File: src/acl_pkg.sv
// Notes on behaviour
// - word load: low half set, upper zeroed
// - double load fills all 32 bits
// - pointer outside memory sets range flag
// - negative flag follows sign of loaded value
// - zero flag set on zero load
// - consecutive loads push previous accumulator
// - bit-field load gathers 1 to 32 bits
// - uncovered bit-field positions written zero
// - octal operand converted, loaded as 16 bits
// - indexed address is base plus stack level
// - stack offset taken as plain binary
// - indexed load fills low half, upper zeroed
// - accumulator cleared at every scan end
// - eight-level stack, deepest entry lost on push
//
// Purpose: constants and helpers of the accumulator load unit
// Assumes: one clock, sequencer and memories on the same clock
// Notes: op codes and states are binary enums
package acl_pkg;
    localparam int ACC_W = 32;
    localparam int WORD_W = 16;
    localparam int STACK_DEPTH_DEF = 8;
    localparam int WMEM_DEPTH_DEF = 8192;
    localparam logic [31:0] ACC_RESET = 32'h0000_0000;
    localparam logic [15:0] HALF_ZERO = 16'h0000;
    localparam logic [5:0] BITS_MIN = 6'h01;
    localparam logic [5:0] BITS_MAX = 6'h20;

    typedef enum logic [2:0] {
        word_load_op = 3'b000,
        double_word_load_op = 3'b001,
        bit_field_load_op = 3'b010,
        octal_address_load_op = 3'b011,
        indexed_word_load_op = 3'b100
    } acl_op_type;

    typedef enum logic [2:0] {
        st_idle = 3'b000,
        st_ptr = 3'b001,
        st_wlo = 3'b010,
        st_whi = 3'b011,
        st_bit = 3'b100
    } acl_state_type;

    // six octal digits, one per nibble, to binary
    function automatic logic [15:0] acl_oct_to_bin(input logic [23:0] d);
        logic [17:0] b;
        b = {d[22:20], d[18:16], d[14:12], d[10:8], d[6:4], d[2:0]};
        return b[15:0];
    endfunction : acl_oct_to_bin

    // low n bits set, n in 1..32
    function automatic logic [31:0] acl_field_mask(input logic [5:0] n);
        logic [63:0] m;
        m = (64'h0000_0000_0000_0001 << n) - 64'h0000_0000_0000_0001;
        return m[31:0];
    endfunction : acl_field_mask

    // clamp a requested bit count into 1..32
    function automatic logic [5:0] acl_clamp_bits(input logic [5:0] n);
        logic [5:0] c;
        c = n;
        if (n < BITS_MIN) begin
            c = BITS_MIN;
        end else if (n > BITS_MAX) begin
            c = BITS_MAX;
        end
        return c;
    endfunction : acl_clamp_bits
endpackage : acl_pkg

File: src/acl_load_unit.sv
// Purpose: accumulator load unit, five load operations
// Assumes: sequencer and memories on clk, answers with valid while req high
// Notes: all state except the checking helpers in one packed struct, outputs taken from it
`timescale 1ns/10ps
`default_nettype none
module acl_load_unit
    import acl_pkg::*;
#(
    parameter int STACK_DEPTH = STACK_DEPTH_DEF,
    parameter int WMEM_DEPTH = WMEM_DEPTH_DEF
) (
    input wire logic clk,
    input wire logic rst_b,
    input wire logic ce,
    input wire logic op_valid,
    input wire logic [2:0] op_code,
    input wire logic op_is_const,
    input wire logic op_ptr,
    input wire logic [15:0] op_addr,
    input wire logic [31:0] op_const,
    input wire logic [5:0] op_bit_count,
    input wire logic store_seen,
    input wire logic scan_end,
    input wire logic [15:0] mem_rd_data,
    input wire logic mem_rd_valid,
    input wire logic bit_rd_data,
    input wire logic bit_rd_valid,
    output logic op_busy,
    output logic op_done,
    output logic [31:0] acc,
    output logic [31:0] acc_stack_top,
    output logic pointer_range_flag,
    output logic negative_flag,
    output logic zero_flag,
    output logic mem_rd_req,
    output logic [15:0] mem_rd_addr,
    output logic bit_rd_req,
    output logic [15:0] bit_rd_addr
);
    typedef struct packed {
        acl_state_type state;
        acl_op_type op;
        logic [15:0] addr;
        logic [5:0] cnt;
        logic [5:0] idx;
        logic [31:0] gat;
        logic [15:0] lo;
        logic [31:0] acc;
        logic [STACK_DEPTH-1:0][31:0] stk;
        logic consec;
        logic neg;
        logic zero;
        logic prng;
        logic done;
        logic busy;
        logic mreq;
        logic breq;
    } acl_reg_type;

    acl_reg_type r_r;
    acl_reg_type r_nxt;
    logic fin;
    logic [31:0] val;
    logic [15:0] offset;
    logic go;
    logic [16:0] ptr_last;

    assign go = ce && op_valid && (r_r.state == st_idle);

    always_comb begin
        r_nxt = r_r;
        fin = 1'b0;
        val = ACC_RESET;
        ptr_last = 17'h0_0000;
        r_nxt.done = 1'b0;
        offset = (r_r.consec && !store_seen) ? r_r.acc[15:0] : r_r.stk[0][15:0];
        if (store_seen || scan_end) begin
            r_nxt.consec = 1'b0;
        end
        if (scan_end) begin
            r_nxt.prng = 1'b0;
        end
        case (r_r.state)
            st_idle: begin
                if (op_valid) begin
                    if (r_r.consec && !store_seen) begin
                        r_nxt.stk = {r_r.stk[STACK_DEPTH-2:0], r_r.acc};
                    end
                    r_nxt.op = acl_op_type'(op_code);
                    r_nxt.idx = 6'h00;
                    r_nxt.gat = ACC_RESET;
                    r_nxt.cnt = acl_clamp_bits(op_bit_count);
                    r_nxt.addr = op_addr;
                    case (acl_op_type'(op_code))
                        word_load_op, double_word_load_op: begin
                            if (op_is_const) begin
                                fin = 1'b1;
                                val = (op_code == word_load_op) ? {HALF_ZERO, op_const[15:0]} : op_const;
                            end else begin
                                r_nxt.mreq = 1'b1;
                                r_nxt.busy = 1'b1;
                                r_nxt.state = op_ptr ? st_ptr : st_wlo;
                            end
                        end
                        octal_address_load_op: begin
                            fin = 1'b1;
                            val = {HALF_ZERO, acl_oct_to_bin(op_const[23:0])};
                        end
                        indexed_word_load_op: begin
                            r_nxt.addr = op_addr + offset;
                            r_nxt.mreq = 1'b1;
                            r_nxt.busy = 1'b1;
                            r_nxt.state = st_wlo;
                        end
                        bit_field_load_op: begin
                            r_nxt.breq = 1'b1;
                            r_nxt.busy = 1'b1;
                            r_nxt.state = st_bit;
                        end
                        default: begin
                            // unknown code: no push, no side effect
                            r_nxt.stk = r_r.stk;
                            r_nxt.op = r_r.op;
                            r_nxt.idx = r_r.idx;
                            r_nxt.gat = r_r.gat;
                            r_nxt.cnt = r_r.cnt;
                            r_nxt.addr = r_r.addr;
                        end
                    endcase
                end
            end
            st_ptr: begin
                if (mem_rd_valid) begin
                    ptr_last = {1'b0, mem_rd_data};
                    if (r_r.op == double_word_load_op) begin
                        ptr_last = ptr_last + 17'h0_0001;
                    end
                    if (ptr_last >= 17'(WMEM_DEPTH)) begin
                        r_nxt.prng = 1'b1;
                        r_nxt.done = 1'b1;
                        r_nxt.busy = 1'b0;
                        r_nxt.mreq = 1'b0;
                        r_nxt.state = st_idle;
                    end else begin
                        r_nxt.addr = mem_rd_data;
                        r_nxt.state = st_wlo;
                    end
                end
            end
            st_wlo: begin
                if (mem_rd_valid) begin
                    if (r_r.op == double_word_load_op) begin
                        r_nxt.lo = mem_rd_data;
                        r_nxt.addr = r_r.addr + 16'h0001;
                        r_nxt.state = st_whi;
                    end else begin
                        fin = 1'b1;
                        val = {HALF_ZERO, mem_rd_data};
                    end
                end
            end
            st_whi: begin
                if (mem_rd_valid) begin
                    fin = 1'b1;
                    val = {mem_rd_data, r_r.lo};
                end
            end
            st_bit: begin
                if (bit_rd_valid) begin
                    r_nxt.gat[r_r.idx[4:0]] = bit_rd_data;
                    if (r_r.idx == r_r.cnt - 6'h01) begin
                        fin = 1'b1;
                        val = r_nxt.gat & acl_field_mask(r_r.cnt);
                    end else begin
                        r_nxt.idx = r_r.idx + 6'h01;
                        r_nxt.addr = r_r.addr + 16'h0001;
                    end
                end
            end
            default: begin
                r_nxt.state = st_idle;
                r_nxt.busy = 1'b0;
                r_nxt.mreq = 1'b0;
                r_nxt.breq = 1'b0;
            end
        endcase
        if (fin) begin
            r_nxt.acc = val;
            r_nxt.neg = val[31];
            r_nxt.zero = (val == ACC_RESET);
            r_nxt.done = 1'b1;
            r_nxt.busy = 1'b0;
            r_nxt.mreq = 1'b0;
            r_nxt.breq = 1'b0;
            r_nxt.consec = 1'b1;
            r_nxt.state = st_idle;
        end
        if (scan_end) begin
            r_nxt.acc = ACC_RESET;
            r_nxt.consec = 1'b0;
        end
    end

    always_ff @(posedge clk) begin
        if (!rst_b) begin
            r_r <= '0;
        end else if (ce) begin
            r_r <= r_nxt;
        end
    end

    assign op_busy = r_r.busy;
    assign op_done = r_r.done;
    assign acc = r_r.acc;
    assign acc_stack_top = r_r.stk[0];
    assign pointer_range_flag = r_r.prng;
    assign negative_flag = r_r.neg;
    assign zero_flag = r_r.zero;
    assign mem_rd_req = r_r.mreq;
    assign mem_rd_addr = r_r.addr;
    assign bit_rd_req = r_r.breq;
    assign bit_rd_addr = r_r.addr;

    // checking helpers
    logic [15:0] chk_lo_r;
    logic [31:0] chk_prev_r;
    always_ff @(posedge clk) begin
        if (!rst_b) begin
            chk_lo_r <= 16'h0000;
        end else if (ce && mem_rd_valid && r_r.state == st_wlo) begin
            chk_lo_r <= mem_rd_data;
        end
    end
    always_ff @(posedge clk) begin
        if (!rst_b) begin
            chk_prev_r <= 32'h0000_0000;
        end else if (ce) begin
            chk_prev_r <= r_r.stk[STACK_DEPTH-2];
        end
    end
endmodule : acl_load_unit
`default_nettype wire

File: config.mk
export PLATFORM = sky130hd
export DESIGN_NAME = acl_load_unit
export DESIGN_NICKNAME = d
export VERILOG_FILES = /design/src/acl_pkg.sv /design/src/acl_load_unit.sv
export SDC_FILE = /design/constraint.sdc
export NUM_CORES = 1
export LEC_CHECK = 0
export BUFFER_PORTS_ARGS = -buffer_cell sky130_fd_sc_hd__buf_2
export CAP_MARGIN = 40
export CORE_ASPECT_RATIO = 1.2
export CORE_MARGIN = 2
export CORE_UTILIZATION = 25
export DETAILED_ROUTE_END_ITERATION = 10
export GPL_TIMING_DRIVEN = 1
export HOLD_SLACK_MARGIN = 0.1
export RECOVER_POWER = 100
export SLEW_MARGIN = 15
export SYNTH_ARGS = -nofsm -noshare
export SYNTH_HDL_FRONTEND = slang
export SYNTH_SLANG_ARGS = --single-unit
File: constraint.sdc
create_clock -name clk -period 3.5 [get_ports clk]
set_input_delay 0.525 -clock clk [delete_from_list [all_inputs] [get_ports clk]]
set_output_delay 0.525 -clock clk [all_outputs]
set_load 0.01 [all_outputs]
==> results of run 1 <==
[through the flow]
stage               instances  TNS (ns)    util
floorplan                1429         0       -
global placement         2068   -0.2270  0.2798
detailed placement       2068   -0.3961  0.2798
CTS                      2100         0  0.2932
global route             2100         0  0.2894
finish                   2100         0  0.2894
[synthesized netlist by cell type (4+ instances only)]
cell type,n,area share
inv_1,17,0.0058
nor3b_1,8,0.0055
a222oi_1,20,0.018
or2_2,6,0.0034
nand2_1,146,0.050
nor3_1,42,0.019
xor2_1,17,0.014
buf_2,16,0.0073
nor2_1,190,0.065
a21boi_0,4,0.0027
nand4_1,11,0.0063
a21oi_1,107,0.049
nor2b_1,9,0.0051
a22oi_1,51,0.035
o31ai_1,19,0.013
buf_6,4,0.0041
ha_1,28,0.032
and3b_1,5,0.0040
clkbuf_1,79,0.027
a21o_1,18,0.012
nor4_1,10,0.0057
mux2_2,25,0.026
a31oi_1,19,0.011
a211oi_1,11,0.0075
xnor2_1,24,0.019
a221oi_1,8,0.0064
a32oi_1,5,0.0040
and2_1,11,0.0063
a22o_1,12,0.0096
and3_1,10,0.0057
o21ai_0,50,0.023
dfxtp_1,154,0.28
mux2i_1,51,0.046
o21a_1,4,0.0027
nand2b_1,14,0.0080
nand3_1,32,0.015
or3_1,9,0.0051
buf_4,101,0.069
o211ai_1,4,0.0027
[flip-flops by register name, indices dropped and copies added (netlist names)]
| name | flops |
|---|---|
| acc_stack_top | 32 |
| bit_rd_req | 1 |
| op_busy | 1 |
| op_done | 1 |
| mem_rd_req | 1 |
| bit_rd_addr | 16 |
| acc | 32 |
| r_r | 67 |
| negative_flag | 1 |
| zero_flag | 1 |
| pointer_range_flag | 1 |
[final timing paths]
kind,from,depth (start not counted),to
min reg2reg,acc_stack_top[17],2,acc_stack_top[17]
max reg2reg,r_r[353],10,bit_rd_addr[10]
min,op_bit_count[5],3,r_r[355]
max,r_r[353],10,bit_rd_addr[10]
[repair_timing]
item                                   CTS  global route
buffers inserted                         0             0
setup endpoints to repair                0             4
endpoints found under the hold margin    0             0
resized for setup                        0             4
[metal layers]
metal  GRT usage  wire length, um
met3     0.03220             2666
met1      0.2321            18520
met4      0.1300             2901
met5           0                0
met2      0.3126            20390
[logic make-up after synthesis]
group	share of synthesized area
xor+xnor	0.03267
mux	0.07444
fa+ha+maj	0.03369
flops	0.2804
buf+inv	0.1142
simple gates	0.2287
compound gates	0.2359
[power breakdown]
group | internal [mW] | switching (mW) | total, mW
registers | 1.77 | 0.0395 | 1.81
logic | 0.245 | 0.452 | 0.697
clock network | 1.01 | 0.884 | 1.89
[layout make-up]
class,count,share of cell area
Clock buffer,17,0.03370
Clock inverter,15,0.01269
Inverter,19,0.005849
Multi-Input combinational cell,1055,0.5285
Sequential cell,154,0.2443
Tap cell,559,0.05541
Timing Repair Buffer,281,0.1194
[layout by cell type (no fill, tap or decap), types with 25 or more instances in the layout]
| master | count |
|---|---|
| dfxtp_1 | 153 |
| a22oi_1 | 51 |
| clkbuf_1 | 109 |
| nor3_1 | 42 |
| mux2_2 | 25 |
| nand2_1 | 146 |
| buf_4 | 82 |
| buf_2 | 84 |
| nor2_1 | 189 |
| mux2i_1 | 51 |
| o21ai_0 | 50 |
| ha_1 | 28 |
| a21oi_1 | 107 |
| nand3_1 | 31 |
[critical path: cells and delay by family, from the launching register on]
family	cells	cell delay (ns)
compound gates	7	1.88
buf+inv	2	0.65
flops	1	0.58
simple gates	1	0.10
==> results.cfg, run 1 <==
[outcome]
status = finished, violations left
failed_checks = max-capacitance violations, max-slew violations

[critical_path]
r2r_slack_ns = 0.20
cp_slowest_cell = dfxtp_1
start_kind = flop
critical_path_required_ns = 3.84
path_class = reg2reg
arrival_ns = 3.65
max_stage_delay_ns = 0.58
path_cells = clkbuf_2 > nor3b_1 > o311ai_1 > a211oi_4 > clkbuf_1 > a211oi_2 > a21oi_1 > a221oi_1 > o21ai_0 > o211a_1
crit_fanout = 16
cp-end-kind = flop

[synth]
netlist_area_sq_um = 10990
synth.avg_cell_area_sq_um = 7.693
synth_ff_type = dfxtp_1
synth_cell_types = 90
ys_ff_latch = 154
async_flop_share = 0
ys_seq_area_frac = 0.2804
synth-edff-count = 0
synth_warnings = 0
synth_nets = 1542
syn_inst = 1429

[routing]
drt_iter0_drc = 998
vias = 11290
via_per_inst = 5.375
wl_um = 44480
ant_nets = 0
drt-wirelength-per-cell_um = 21.18
drc_errors = 0
first_pass_iters = 5

[global_route]
grt_first_pass_wirelength_um = 66230
track_usage = 0.1916
grt-ovfl-total = 0
antenna_found_initial = 0
grt_start_max_net_pins = 67
grt_pass1_vias = 10580

[finish]
seq_area_sq_um = 3084
fillers = 4735
area_growth_pct = 14.82
drive_above_1_share = 0.1713
multi_input_area_sq_um = 6671
diodes = 0
nets = 1641
design_area_sq_um = 12620

[timing]
worst_pin_slew_ns = 1.833
min_period_ns = 3.304
setup_viol = 0
hold_viol = 0
hold_slack_ns = 0.3745
fin_crit_sh = 0.9441
slew_viol_final = 40
clock.fmax_ghz = 0.3026
skew_ns = 0.007396
layout_setup_ws_ns = 0.1956
relSlewSlack = -0.2221
rsz0062_at_grt = false

[clock_tree]
h-tree-depth = 4
cts_tree = built
cts_root_buf = clkbuf_16
cts_buffers = 17
cts_sinks = 154
cts.clk_slew.worst_paths_ns = 0.07
cts_hold_buf = 0
cts_max_path_buffers = 2
clock_latency_ns = 0.45

[floorplan]
dieArea_sq_um = 45670
rows = 84
die_y_um = 233.7
fp.dieW_um = 195.4
ios = 187
core_area_sq_um = 43620
start_util = 0.2520

[job]
drv_cap = 1

[place]
postPlaceCellArea_sq_um = 12200
routabilityCongestion = 0.9684
place_ws_ns = -0.1131
hpwl_um = 34880
port_buffers = 186

[pwr]
p_total_mw = 4.400
irDropWorstVdd_mv = 0.3544
p_leak_nw = 4.688
p_per_area_nw_per_um2 = 348.6

[min_path]
min-delay-path-class = in2reg
Power figures use the tool's default switching activity.
==> inputs of run 2 (changes only) <==
- CORE_UTILIZATION: 25 -> 30
==> results.cfg, run 2 (same netlist as run 1, synthesis figures left out) <==
[outcome]
status = finished clean

[clock_tree]
cts_max_path_buffers = 2
cts_root_buf = clkbuf_16
clock_latency_ns = 0.45
cts_tree = built
cts_sinks = 154
cts.clk_slew.worst_paths_ns = 0.07
h-tree-depth = 4
cts_buffers = 17
cts_hold_buf = 0

[finish]
drive_above_1_share = 0.1742
top_register = r_r
diodes = 0
final_common_cell = nor2_1
final_cell_mix = 189 x nor2_1, 154 x dfxtp_1, 146 x nand2_1
design_area_sq_um = 12580
nets = 1650
area_growth_pct = 14.46
largest_register_ff_count = 67
utilization = 0.3491
fillers = 3867

[pwr]
switchingPower_mw = 1.334
p_total_mw = 4.324
switching_share = 0.3085
clkPwrFrac = 0.419
irDropWorstVdd_mv = 0.3520
intPower_mw = 2.990
p_per_area_nw_per_um2 = 343.6
p_seq_frac = 0.419
p_leak_nw = 4.739
p_comb_frac = 0.162

[routing]
drc_errors = 0
drt-wirelength-per-cell_um = 20.96
first_pass_iters = 6
via_per_inst = 5.513
drt_iter0_drc = 1116
wl_um = 42290
ant_nets = 0
vias = 11130

[critical_path]
arrival_ns = 3.58
start_kind = flop
reg2reg_from = r_r[350]
max_stage_delay_ns = 0.43
critical_path_required_ns = 3.81
path_cells = inv_1 > ha_1 > and2b_1 > or3_1 > a31o_1 > a211oi_4 > a2111o_1 > clkbuf_1 > o21a_1 > mux2i_1 > nor2_1
cp-end-kind = flop
crit_fanout = 9
path_class = reg2reg
crit_start = r_r[350]
cp_slowest_cell = clkbuf_1

[floorplan]
start_util = 0.3050
die_y_um = 213.7
fp.dieW_um = 178.7
core_area_sq_um = 36040
ios = 187
rows = 76
dieArea_sq_um = 38200

[timing]
skew_ns = 0.01256
min_period_ns = 3.267
worst_pin_slew_ns = 1.475
layout_setup_ws_ns = 0.2332
clock.fmax_ghz = 0.3061
fin_crit_sh = 0.9334
hold_slack_ns = 0.3736
setup_viol = 0
slew_viol_final = 0
relSlewSlack = 0.01638
hold_viol = 0

[global_route]
grt_first_pass_wirelength_um = 64040
grt_start_max_net_pins = 64
grt-ovfl-total = 0
grt_pass1_vias = 10580
antenna_found_initial = 1
track_usage = 0.2216

[place]
port_buffers = 186
routabilityCongestion = 0.9185
postPlaceCellArea_sq_um = 12160
hpwl_um = 32970
place_ws_ns = -0.1707

[min_path]
min-delay-path-class = in2reg
hold_path.startpoint = op_bit_count[5]

[job]
drv_cap = 0
==> run 2: worst max-delay path, delay by kind of cell, from the launching register on <==
family / cells / cell delay (ns)
buffers and inverters: 2 / 0.53
AND/OR/NAND/NOR: 3 / 0.56
adder cells (fa/ha/maj): 1 / 0.24
AO/OA/AOI/OAI: 4 / 1.19
multiplexers: 1 / 0.20
flip-flops: 1 / 0.39
==> run 2: path summary, 6_finish.rpt <==
check	to	slack, ns	cells after the start
max	r_r[377]	0.23	11
min	r_r[355]	0.37	3
max reg2reg	r_r[377]	0.23	11
min reg2reg	acc_stack_top[29]	0.46	2
==> run 2: what timing repair did <==
| action | 4_1_cts | 5_1_grt |
|---|---|---|
| setup endpoints to repair | 0 | 8 |
| resized for setup | 0 | 5 |
| setup buffers | 0 | 1 |
==> run 2: stage by stage <==
| step | TNS [ns] | cells |
|---|---|---|
| floorplan | 0 | 1429 |
| global placement | -0.5077 | 1984 |
| global route | -0.09357 | 2018 |
| detailed placement | -0.7458 | 1985 |
| CTS | 0 | 2017 |
| finish | 0 | 2018 |
==> run 2: power by group through the flow <==
stage / sequential (mW) / combinational (mW) / clock, mW
5_1_grt: 1.81 / 0.753 / 1.93
6_report: 1.81 / 0.700 / 1.81
3_5_place_dp: 1.85 / 0.697 / 0
4_1_cts: 1.81 / 0.700 / 1.85
2_1_floorplan: 1.84 / 0.424 / 0
3_3_place_gp: 1.85 / 0.692 / 0
==> run 2: final cells by class <==
cell class,instances,area (sq um),area share
Sequential cell,154,3083,0.2450
Clock inverter,13,111.4,0.008850
Clock buffer,19,452.9,0.03600
Tap cell,468,585.6,0.04654
Timing Repair Buffer,290,1582,0.1257
Inverter,19,73.82,0.005867
Multi-Input combinational cell,1055,6694,0.5320
==> run 2: layer usage <==
metal / vias to the layer above / routed length, um / GRT usage
li1: 5268 / - / -
met1: 5270 / 17590 / 0.2752
met2: 473 / 20010 / 0.3644
met3: 112 / 2493 / 0.03918
met4: 2 / 2183 / 0.1191
met5: - / 13 / 0
==> inputs of run 3 (changes only) <==
- PLACE_DENSITY_LB_ADDON: default -> 0.12
==> results.cfg, run 3 (same netlist as run 1, synthesis figures left out) <==
[outcome]
status = finished clean

[floorplan]
fp.dieW_um = 178.7
core_area_sq_um = 36040
die_y_um = 213.7
start_util = 0.3050
dieArea_sq_um = 38200
rows = 76
ios = 187

[timing]
hold_viol = 0
min_period_ns = 3.301
skew_ns = 0.01622
fin_crit_sh = 0.9431
setup_viol = 0
worst_pin_slew_ns = 1.183
relSlewSlack = 0.2113
rsz0062_at_grt = false
slew_viol_final = 0
clock.fmax_ghz = 0.3030
hold_slack_ns = 0.3828

[routing]
via_per_inst = 5.433
first_pass_iters = 8
wl_um = 43830
drc_errors = 0
drt_iter0_drc = 815
ant_nets = 0
drt-wirelength-per-cell_um = 21.80
vias = 10930

[place]
routabilityCongestion = 0.8849
hpwl_um = 34380
port_buffers = 186
postPlaceCellArea_sq_um = 12100

[critical_path]
timing.critical_path.mode_cell = buf_4
critical_path_required_ns = 3.84
reg2reg_from = r_r[350]
crit_start = r_r[350]
start_kind = flop
crit_fanout = 7
cp_slowest_cell = o31ai_1
path_class = reg2reg
max_stage_delay_ns = 0.40
arrival_ns = 3.64
cp-end-kind = flop
path_cells = buf_4 > ha_1 > mux2_4 > a22oi_2 > nand4_1 > buf_4 > a211oi_1 > a22oi_1 > o31ai_1 > buf_4 > nor4_1 > nand4_1 > o21ai_1

[min_path]
min-delay-path-class = in2reg
hold_path.startpoint = op_bit_count[5]

[clock_tree]
h-tree-depth = 4
cts_sinks = 154
cts.clk_slew.worst_paths_ns = 0.07
cts_max_path_buffers = 2
cts_resized = 0
post_cts_buffers = 0
cts_root_buf = clkbuf_16
clock_latency_ns = 0.45
cts_tree = built
cts_buffers = 17
cts_hold_buf = 0

[pwr]
p_per_area_nw_per_um2 = 344.6
switchingPower_mw = 1.358
p_seq_frac = 0.421
p_comb_frac = 0.159
p_leak_nw = 4.693
switching_share = 0.3155
irDropWorstVdd_mv = 0.3283
intPower_mw = 2.946
clkPwrFrac = 0.420

[finish]
final_common_cell = nor2_1
top_register = r_r
design_area_sq_um = 12490
drive_above_1_share = 0.1719
area_growth_pct = 13.60
utilization = 0.3465
final_cell_mix = 190 x nor2_1, 153 x dfxtp_1, 146 x nand2_1
nets = 1644
largest_register_ff_count = 67

[global_route]
antenna_found_initial = 2
grt-ovfl-total = 0
use_met3 = 0.03227
track_usage = 0.2289
gr-max-usage-layer = met2
grt_start_max_net_pins = 71
grt_first_pass_wirelength_um = 65480
grtUsageMet1 = 0.2806
grt_pass1_vias = 10730
met2_usage = 0.3921

[job]
drv_cap = 0
[run 3: layout make-up]
| class | count | area, sq um |
|---|---|---|
| tap | 468 | 585.6 |
| inverter | 19 | 73.82 |
| clock inverter | 13 | 113.9 |
| sequential | 154 | 3084 |
| multi-input combinational | 1055 | 6671 |
| fill | 3977 | 23550 |
| timing repair buffer | 284 | 1531 |
| clock buffer | 17 | 425.4 |
| antenna | 1 | 2.502 |
[run 3: critical path: cells and delay by family, from the launching register on]
family,cells,cell delay [ns]
AOI/OAI and AO/OA,5,1.21
buffers and inverters,3,0.60
and+or+nand+nor,3,0.46
DFF,1,0.32
muxes,1,0.32
adders and majority gates,1,0.29
[run 3: worst paths after layout]
path                             to  slack (ns)  cells after the start
setup / recovery          zero_flag        0.20                     13
hold / removal             r_r[355]        0.38                      3
setup reg to reg          zero_flag        0.20                     13
hold reg to reg   acc_stack_top[28]        0.46                      2
[run 3: per-stage QoR]
stage	power, mW	setup slack (ns)	cells	setup TNS (ns)
after floorplan	2.261	0.05628	1429	0
after global placement	2.543	-0.1721	1978	-0.6419
after detailed placement	2.541	-0.2118	1979	-0.9683
after CTS	4.350	0.06017	2009	0
after global routing	4.467	0.008408	2010	0
final	4.304	0.1992	2011	0
[run 3: power groups by stage]
stage               Sequential (mW)  Clock (mW)  Combinational (mW)
detailed placement             1.85           0               0.691
CTS                            1.81        1.85               0.693
floorplan                      1.84           0               0.424
global route                   1.81        1.91               0.739
finish                         1.81        1.81               0.685
global placement               1.85           0               0.693
[run 3: routing by layer]
layer,part of all wire,vias to the layer above
met1,0.43,5261
met3,0.045,73
met4,0.046,2
met5,0.00030,-
met2,0.48,325
li1,-,5265
